**config.mk**
```make
export PLATFORM = sky130hd
export DESIGN_NAME = atx_keypad_power_control
export DESIGN_NICKNAME = d
export VERILOG_FILES = /design/src/atx_keypad_power_control.v /design/src/ms_tick.v /design/src/hold_timer.v
export VERILOG_INCLUDE_DIRS = /design/src
export SDC_FILE = /design/constraint.sdc
export NUM_CORES = 1
export LEC_CHECK = 0
export BUFFER_PORTS_ARGS = -buffer_cell sky130_fd_sc_hd__buf_4
export CAP_MARGIN = 20
export CORE_MARGIN = 10
export CORE_UTILIZATION = 64
export CTS_CLUSTER_DIAMETER = 200
export CTS_CLUSTER_SIZE = 28
export DETAILED_ROUTE_END_ITERATION = 7
export PLACE_DENSITY_LB_ADDON = 0.2
export REMOVE_ABC_BUFFERS = 1
export SYNTH_ARGS = -nofsm -noshare
export SYNTH_HDL_FRONTEND = slang
export SYNTH_SLANG_ARGS = --single-unit
```
**constraint.sdc**
```tcl
create_clock -name mclk_in -period 5.8 [get_ports mclk_in]
set_input_delay 0 -clock mclk_in [delete_from_list [all_inputs] [get_ports mclk_in]]
set_output_delay 0 -clock mclk_in [all_outputs]
set_load 0.01 [all_outputs]
```
**src/atx_ctrl_defines.vh**
```
`ifndef ATX_CTRL_DEFINES_VH
`define ATX_CTRL_DEFINES_VH

// Register byte addresses (address = index * 4)
`define REG_ATX_CFG        8'h00
`define REG_ATX_STATUS     8'h04
`define REG_GPIO_CFG0      8'h08
`define REG_GPIO_OUT       8'h1C
`define REG_GPIO_IN        8'h20
`define REG_BOOT_CTRL      8'h24

// ATX config field positions
`define CFG_PWR_ON_EN      0
`define CFG_HARD_OFF_EN    1
`define CFG_RESET_EN       2
`define CFG_BLANK_EN       3
`define CFG_INVERT         4
`define CFG_PULSE_LSB      8
`define CFG_PULSE_MSB      15

// Pin drive modes
`define DRIVE_PULLUP_STRONG_DOWN 3'h3
`define DRIVE_HIZ_INPUT          3'h2
`define DRIVE_STRONG_BOTH        3'h1

// Reset values
`define ATX_CFG_RST        16'h0000
`define PULSE_UNITS_RST    8'h20

// Timing
`define CLK_HZ             125000000
`define UNIT_MS            32
`define PWR_ON_HOLD_MS     250
`define HARD_HOLD_MS       4000
`define EXTEND_MS          5000
`define RESET_PULSE_MS     1000

`endif

```
**src/atx_keypad_power_control.v**
```verilog
// Function
// RULE1: Software must give the sense pin the pull-up with strong pull-down mode and clear its user flag.
// RULE2: Software must give the power-control pin the high-impedance input mode and clear its user flag.
// RULE3: Software must give the reset-control pin the high-impedance input mode and clear its user flag.
// RULE4: Pin modes reset to the role defaults and software can store them as the boot state.
// RULE5: Power-on, hard off, hard reset and blanking each have their own enable bit.
// RULE6: With sense low, confirm held 0.25 s pulses power control for the set width.
// RULE7: With sense high, cancel held 4 s drives power control at least the set width.
// RULE8: If cancel stays held after the minimum, power control is driven up to 5 s more.
// RULE9: With sense high, confirm held 4 s drives reset control for 1 s.
// RULE10: When the reset pulse ends the device restarts itself.
// RULE11: With blanking enabled the display is blanked while sense is low.
// RULE12: Control pins float while idle and drive only during a pulse at the invert-selected level.
// RULE13: Five general pins, each usable as input or output under software control.
// RULE14: Pin two defaults to power control, pin three to reset control, pin one to power sense.
// RULE15: Pin four doubles as the sensor bus line and only ever drives low against its pull-up.
// RULE16: Hold counters restart on release and each action fires once per continuous hold.
`timescale 1ns/1ps
`include "atx_ctrl_defines.vh"
module atx_keypad_power_control #(
   parameter MS_CYCLES = `CLK_HZ / 1000
) (
   // Clock and reset
   input  wire       mclk_in,
   input  wire       sys_rst_in,
   // Register port
   input  wire [7:0] addr_in,
   input  wire [31:0] wdata_in,
   input  wire       wr_in,
   input  wire       rd_in,
   output reg  [31:0] rdata_out,
   // Keys
   input  wire       key_confirm_in,
   input  wire       key_cancel_in,
   // General pins
   input  wire [4:0] gpio_in,
   output reg  [4:0] gpio_out,
   output reg  [4:0] gpio_oe_out,
   // Display and self restart
   output reg        display_blank_out,
   output reg        self_restart_out
);
   // ---------------------------------------------
   // Configuration state
   // ---------------------------------------------
   reg  [15:0] atx_cfg;
   reg  [2:0]  drive_mode [0:4];
   reg  [4:0]  user_flag;
   reg  [4:0]  user_out;
   reg  [2:0]  boot_mode  [0:4];
   reg  [4:0]  boot_flag;
   wire        sense;
   wire        tick;
   wire        fire_on;
   wire        fire_off;
   wire        fire_rst;
   wire        idle;
   wire [31:0] units_prod;
   reg  [3:0]  cfg_read;
   integer     i;
   integer     k;

   localparam ST_IDLE   = 2'd0;
   localparam ST_PWR    = 2'd1;
   localparam ST_EXTEND = 2'd2;
   localparam ST_RST    = 2'd3;

   reg [1:0]  state;
   reg [15:0] pulse_ms;
   reg [15:0] units_ms;
   reg        hard_off;
   // Delays the restart to the pin release
   reg        restart_due;

   assign sense = gpio_in[1]; // RULE14
   assign idle  = (state == ST_IDLE);

   // ---------------------------------------------
   // Millisecond tick and key hold timers
   // ---------------------------------------------
   ms_tick #(.CYCLES(MS_CYCLES)) u_tick (
      .mclk_in    (mclk_in),
      .sys_rst_in (sys_rst_in),
      .tick_out   (tick)
   );

   hold_timer #(.THRESH_MS(`PWR_ON_HOLD_MS)) u_hold_on (
      .mclk_in    (mclk_in),
      .sys_rst_in (sys_rst_in),
      .tick_in    (tick),
      .key_in     (key_confirm_in),
      .arm_in     (atx_cfg[`CFG_PWR_ON_EN] && !sense), // RULE6
      .fire_out   (fire_on)
   );

   hold_timer #(.THRESH_MS(`HARD_HOLD_MS)) u_hold_off (
      .mclk_in    (mclk_in),
      .sys_rst_in (sys_rst_in),
      .tick_in    (tick),
      .key_in     (key_cancel_in),
      .arm_in     (atx_cfg[`CFG_HARD_OFF_EN] && sense), // RULE7
      .fire_out   (fire_off)
   );

   hold_timer #(.THRESH_MS(`HARD_HOLD_MS)) u_hold_rst (
      .mclk_in    (mclk_in),
      .sys_rst_in (sys_rst_in),
      .tick_in    (tick),
      .key_in     (key_confirm_in),
      .arm_in     (atx_cfg[`CFG_RESET_EN] && sense), // RULE9
      .fire_out   (fire_rst)
   );

   // ---------------------------------------------
   // Pulse width from 32 ms units
   // ---------------------------------------------
   assign units_prod = atx_cfg[`CFG_PULSE_MSB:`CFG_PULSE_LSB] * `UNIT_MS;

   always @* begin
      units_ms = units_prod[15:0];
   end

   // ---------------------------------------------
   // Register writes
   // ---------------------------------------------
   always @(posedge mclk_in) begin
      if (sys_rst_in) begin
         atx_cfg   <= {`PULSE_UNITS_RST, 8'h00};
         user_flag <= 5'h00;
         user_out  <= 5'h00;
         boot_flag <= 5'h00;
         for (i = 0; i < 5; i = i + 1) begin
            drive_mode[i] <= `DRIVE_HIZ_INPUT; // RULE4
            boot_mode[i]  <= `DRIVE_HIZ_INPUT;
         end
         drive_mode[1] <= `DRIVE_PULLUP_STRONG_DOWN; // RULE4
         boot_mode[1]  <= `DRIVE_PULLUP_STRONG_DOWN;
      end else if (self_restart_out) begin
         for (i = 0; i < 5; i = i + 1) begin
            drive_mode[i] <= boot_mode[i]; // RULE4
         end
         user_flag <= boot_flag;
      end else if (wr_in) begin
         if (addr_in == `REG_ATX_CFG) begin
            atx_cfg <= wdata_in[15:0]; // RULE5
         end else if (addr_in == `REG_GPIO_OUT) begin
            user_out <= wdata_in[4:0]; // RULE13
         end else if (addr_in == `REG_BOOT_CTRL && wdata_in[0]) begin
            for (i = 0; i < 5; i = i + 1) begin
               boot_mode[i] <= drive_mode[i]; // RULE4
            end
            boot_flag <= user_flag;
         end else begin
            for (i = 0; i < 5; i = i + 1) begin
               if (addr_in == `REG_GPIO_CFG0 + 4 * i) begin
                  drive_mode[i] <= wdata_in[2:0]; // RULE13
                  user_flag[i]  <= wdata_in[3];
               end
            end
         end
      end
   end

   // ---------------------------------------------
   // Pulse sequencer
   // ---------------------------------------------
   always @(posedge mclk_in) begin
      if (sys_rst_in) begin
         state            <= ST_IDLE;
         pulse_ms         <= 16'h0000;
         hard_off         <= 1'b0;
         restart_due      <= 1'b0;
         self_restart_out <= 1'b0;
      end else begin
         // Restart lands on the edge that releases the reset pin
         self_restart_out <= restart_due; // RULE10
         restart_due      <= 1'b0;
         case (state)
            ST_IDLE: begin
               pulse_ms <= 16'h0000;
               if (fire_on) begin
                  state    <= ST_PWR; // RULE6
                  hard_off <= 1'b0;
               end else if (fire_off) begin
                  state    <= ST_PWR; // RULE7
                  hard_off <= 1'b1;
               end else if (fire_rst) begin
                  state <= ST_RST; // RULE9
               end
            end
            ST_PWR: begin
               if (tick) begin
                  if (pulse_ms + 16'h0001 >= units_ms) begin
                     pulse_ms <= 16'h0000;
                     if (hard_off && key_cancel_in)
                        state <= ST_EXTEND; // RULE8
                     else
                        state <= ST_IDLE;
                  end else begin
                     pulse_ms <= pulse_ms + 16'h0001;
                  end
               end
            end
            ST_EXTEND: begin
               if (!key_cancel_in) begin
                  state <= ST_IDLE; // RULE8
               end else if (tick) begin
                  if (pulse_ms == `EXTEND_MS - 1)
                     state <= ST_IDLE; // RULE8
                  else
                     pulse_ms <= pulse_ms + 16'h0001;
               end
            end
            ST_RST: begin
               if (tick) begin
                  if (pulse_ms == `RESET_PULSE_MS - 1) begin
                     state       <= ST_IDLE;
                     restart_due <= 1'b1; // RULE10
                  end else begin
                     pulse_ms <= pulse_ms + 16'h0001;
                  end
               end
            end
            default: state <= ST_IDLE;
         endcase
      end
   end

   // ---------------------------------------------
   // Pin drivers and display
   // ---------------------------------------------
   always @(posedge mclk_in) begin
      if (sys_rst_in) begin
         gpio_out          <= 5'h00;
         gpio_oe_out       <= 5'h00;
         display_blank_out <= 1'b0;
      end else begin
         for (i = 0; i < 5; i = i + 1) begin
            if (user_flag[i] && drive_mode[i] != `DRIVE_HIZ_INPUT) begin
               gpio_out[i]    <= user_out[i]; // RULE13
               gpio_oe_out[i] <= (drive_mode[i] == `DRIVE_STRONG_BOTH) || !user_out[i];
            end else begin
               gpio_out[i]    <= 1'b0;
               gpio_oe_out[i] <= 1'b0;
            end
         end
         // Open drain only, pull-up makes the high
         gpio_out[4]    <= 1'b0; // RULE15
         gpio_oe_out[4] <= user_flag[4] && !user_out[4];
         if (!user_flag[2]) begin
            gpio_out[2]    <= !atx_cfg[`CFG_INVERT]; // RULE12
            gpio_oe_out[2] <= (state == ST_PWR) || (state == ST_EXTEND);
         end
         if (!user_flag[3]) begin
            gpio_out[3]    <= !atx_cfg[`CFG_INVERT]; // RULE12
            gpio_oe_out[3] <= (state == ST_RST);
         end
         display_blank_out <= atx_cfg[`CFG_BLANK_EN] && !sense; // RULE11
      end
   end

   // ---------------------------------------------
   // Read port, data stands one cycle after the strobe
   // ---------------------------------------------
   always @* begin
      // Unmapped addresses read as zero
      cfg_read = 4'h0;
      for (k = 0; k < 5; k = k + 1) begin
         if (addr_in == `REG_GPIO_CFG0 + 4 * k) begin
            cfg_read = {user_flag[k], drive_mode[k]}; // RULE13
         end
      end
   end

   always @(posedge mclk_in) begin
      if (sys_rst_in) begin
         rdata_out <= 32'h00000000;
      end else if (!rd_in) begin
         rdata_out <= 32'h00000000;
      end else begin
         case (addr_in)
            `REG_ATX_CFG: begin
               rdata_out <= {16'h0000, atx_cfg}; // RULE5
            end
            `REG_ATX_STATUS: begin
               rdata_out <= {27'h0000000, !idle, state, sense, display_blank_out};
            end
            `REG_GPIO_OUT: begin
               rdata_out <= {27'h0000000, user_out};
            end
            `REG_GPIO_IN: begin
               rdata_out <= {27'h0000000, gpio_in};
            end
            default: begin
               rdata_out <= {28'h0000000, cfg_read};
            end
         endcase
      end
   end
endmodule // atx_keypad_power_control

```
**src/ms_tick.v**
```verilog
`timescale 1ns/1ps
// ---------------------------------------------
// Millisecond enable divider
// ---------------------------------------------
module ms_tick #(
   parameter CYCLES = 125000
) (
   // Clock and reset
   input  wire mclk_in,
   input  wire sys_rst_in,
   // Tick
   output reg  tick_out
);
   reg [31:0] count;

   always @(posedge mclk_in) begin
      if (sys_rst_in) begin
         count    <= 32'h00000000;
         tick_out <= 1'b0;
      end else if (count == CYCLES - 1) begin
         count    <= 32'h00000000;
         tick_out <= 1'b1;
      end else begin
         count    <= count + 32'h00000001;
         tick_out <= 1'b0;
      end
   end
endmodule // ms_tick

```
**src/hold_timer.v**
```verilog
`timescale 1ns/1ps
// ---------------------------------------------
// Key hold timer, fires once per hold
// ---------------------------------------------
module hold_timer #(
   parameter THRESH_MS = 250
) (
   // Clock and reset
   input  wire mclk_in,
   input  wire sys_rst_in,
   // Inputs
   input  wire tick_in,
   input  wire key_in,
   input  wire arm_in,
   // Fire pulse
   output reg  fire_out
);
   reg [15:0] count;
   reg        done;

   always @(posedge mclk_in) begin
      if (sys_rst_in) begin
         count    <= 16'h0000;
         done     <= 1'b0;
         fire_out <= 1'b0;
      end else begin
         fire_out <= 1'b0;
         if (!key_in) begin
            count <= 16'h0000; // RULE16
            done  <= 1'b0;
         end else if (tick_in && !done) begin
            if (count == THRESH_MS - 1) begin
               done     <= 1'b1; // RULE16
               fire_out <= arm_in;
            end else begin
               count <= count + 16'h0001;
            end
         end
      end
   end
endmodule // hold_timer

```
==> run summary <==
Area share of fa/ha/maj cells after synthesis - 0.0259
Initial Util - 0.656
EDFF count, synth - 30
Final setup fails - 0
Crit path kind - reg2reg
Pin count of the biggest net entering global routing - 64
PD cells - 272 nW/um2
Height of the chip - 140 um
Max-cap viol count - 0
Slowest CP cell - dfxtp_1
Fraction of the cycle the final worst path needs - 0.635
Total GRT Usage - 0.214
Synthesis-to-layout area growth - 14.4%
Routability cong. - 0.904
Post-Syn Area - 9180 um2
Main synth FF type - dfxtp_1
CTS H-tree depth - 4
RR Startpoint - pulse_ms[6]$_SDFFE_PP0P_
Area of the multi-input gates - 4590 um2
Fillers - 1,003
CTS Buffer Depth - 2
CP delay by family, top - compound AO/OA/AOI/OAI gates
Slew headroom - 0.330
Status - complete, no violations
N_diodes - 0
Clock skew - 0.0109 ns
Num CTS Buffers - 17
Critical path's most frequent cell - nor2_1
First-pass GRT wire length - 35,300 um
Post-DRT Antenna Nets - 0
Io pins - 95
FMAX - 272 MHz
Register Area - 4200 um2
CTS tree - built
RSZ-0062 raised after global routing - false
# resized after CTS - 0
Async SR Flop Fraction - 0
Post-synthesis mux area share - 0.0316
Ys Warns - 0
Largest family of logic cells by synthesized area - simple AND/OR/NAND/NOR gates
Worst Hold Launch - key_cancel_in
Final Max Tran Viols - 0
Total power - 2860 uW
Worst-Skew Late Latency - 0.44 ns
Layout Nets - 1,154
Iteration-0 DRC Markers - 861
WP buf/inv - 0
HP Class - in2reg
Total number of vias - 7,610
Via density - 5.96
Post-Synth Simple-Gate Area - 0.263
Die area - 19,500 um2
Final Critical Period - 3.68 ns
Synth Area in Compound Gates - 0.103
Die X - 140 um
Routed WL - 21,700 um
Critical Path RT - 6.13 ns
Leak - 0.00391 uW
Site Rows - 43
Worst Setup Start Kind - flop
Detailed-route DRC error count - 0
DR WL/cell - 17.0 um
Core ar. - 14,000 um2
DP HPWL - 14,400 um
Seq cells post-synth - 195
Grt total ovfl - 0
Syn Area/Cell - 9.08 um2
Worst-margin pin slew - 1.00 ns
Seq/Total Area, Yosys - 0.458
Largest stage delay on the critical path - 0.48 ns
Vias in the first global route - 7,189
Initial antenna violation count - 0
CP cell instances - nand4_1 -> nor2_1 -> nand3_1 -> nor2_1 -> xor2_1 -> ha_1 -> a211o_2 -> o311a_4 -> o21ai_4 -> nand2_4 -> o31ai_1
Total negative slack - 0 ns
CP Launch Point - pulse_ms[6]$_SDFFE_PP0P_
Maximum vdd drop - 253 uV
CP endpoint kind - flop
Hold Fails Final Rpt - 0
CP arrival - 4.01 ns
R2R setup slack - 2.12 ns
Post-Synth XOR/XNOR Area - 0.0697
Post-synthesis instance total - 1,011
Crit Path Max Fanout - 10
Layout cell share with drive strength beyond 1 - 0.122
Clock Sinks - 195
CTS root buf - clkbuf_16
Yosys cell types - 77
Clock slew seen by the registers of the worst setup and hold paths - 0.07 ns
Port bufs - 61
Drt pass-1 iters - 6
[final timing paths]
check	endpoint	cells after the start
max	pulse_ms[10]$_SDFFE_PP0P_	11
min	state[1]$_SDFFE_PP0P_	5
max reg2reg	pulse_ms[10]$_SDFFE_PP0P_	11
min reg2reg	self_restart_out$_SDFF_PP0_	1
[cells in the mapped netlist, types with 6 or more instances]
| library cell | n | area (um2) |
|---|---|---|
| a222oi_1 | 6 | 60.1 |
| and3_1 | 17 | 106 |
| or3_1 | 13 | 81.3 |
| inv_1 | 34 | 128 |
| mux2i_1 | 20 | 200 |
| mux2_2 | 6 | 67.6 |
| nor4_1 | 25 | 156 |
| and2_1 | 19 | 119 |
| nor2_1 | 128 | 480 |
| xnor2_1 | 24 | 210 |
| edfxtp_1 | 30 | 901 |
| clkbuf_1 | 25 | 93.8 |
| nor3_1 | 16 | 80.1 |
| nand4_1 | 26 | 163 |
| ha_1 | 19 | 238 |
| nor3b_1 | 7 | 52.6 |
| a21oi_1 | 59 | 295 |
| nor4b_1 | 8 | 70.1 |
| nand3_1 | 44 | 220 |
| a21o_1 | 14 | 105 |
| and4_1 | 9 | 78.8 |
| nand2b_1 | 12 | 75.1 |
| buf_4 | 18 | 135 |
| nand2_1 | 106 | 398 |
| o21ai_0 | 22 | 110 |
| o211ai_1 | 9 | 67.6 |
| dfxtp_1 | 165 | 3300 |
| xor2_1 | 49 | 429 |
[flip-flops by register name (all words and copies together) (netlist names), 2 cells and up]
| name | flops |
|---|---|
| user_out | 5 |
| state | 2 |
| gpio_out | 4 |
| rdata_out | 16 |
| u_hold_rst.count | 16 |
| boot_flag | 5 |
| user_flag | 5 |
| atx_cfg | 16 |
| pulse_ms | 16 |
| u_hold_on.count | 16 |
| boot_mode | 15 |
| u_hold_off.count | 16 |
| drive_mode | 15 |
| gpio_oe_out | 5 |
| u_tick.count | 32 |
[routing by layer]
layer | GRT usage | vias up | wire (um)
li1 | - | 3672 | -
met1 | 0.272 | 3549 | 9330
met2 | 0.347 | 335 | 10200
met3 | 0.0548 | 54 | 1640
met4 | 0.0707 | 0 | 531
met5 | 0 | - | 0
[per-stage QoR]
stage | hold WS [ns] | cells | utilization | instance area [um2] | worst slack, ns
floorplan | 0.0646 | 975 | - | 8920 | 2.77
global placement | 0.235 | 1220 | 0.689 | 9630 | 2.35
detailed placement | 0.238 | 1220 | 0.689 | 9630 | 2.29
CTS | 0.0462 | 1277 | 0.750 | 10500 | 2.21
global route | 0.106 | 1277 | 0.750 | 10500 | 1.89
finish | 0.0559 | 1277 | 0.750 | 10500 | 2.12
[final cells by class]
class,count,share of cell area
clock inverter,10,0.0113
clock buffer,22,0.0472
inverter,34,0.0122
tap,180,0.0215
timing repair buffer,90,0.0703
sequential,195,0.400
multi-input combinational,746,0.437
[worst min-delay path, delay by kind of cell]
kind	cells	cell delay, ns
simple gates	2	0.19
buf+inv	1	0.13
compound gates	2	0.12
[what timing repair did]
action                                 4_1_cts  5_1_grt
setup endpoints to repair                    0        0
hold buffers                                25        0
endpoints found under the hold margin       31        0
buffers inserted                             0        0
[cell usage in the layout, fill, tap and decap left out, types with 26 or more instances in the layout]
cell,netlist,routed
buf_4,18,65
xor2_1,49,49
nand4_1,26,26
nand2_1,106,106
nor2_1,128,128
a21oi_1,59,59
inv_1,34,34
nand3_1,44,44
edfxtp_1,30,30
dfxtp_1,165,165
[logic make-up after synthesis]
family,Yosys count
and+or+nand+nor,467
DFF,195
AOI/OAI and AO/OA,143
buffers and inverters,86
xor gates and xnor gates,73
muxes,27
adders and majority gates,19
other,1
[where the power goes]
group | total (uW) | leakage [uW] | internal [uW] | switching [uW]
clock network | 1210 | 0.000295 | 698 | 508
logic | 245 | 0.00201 | 79.0 | 166
registers | 1400 | 0.00161 | 1390 | 16.0
total | 2860 | 0.00391 | 2170 | 690
Power figures use the tool's default switching activity.
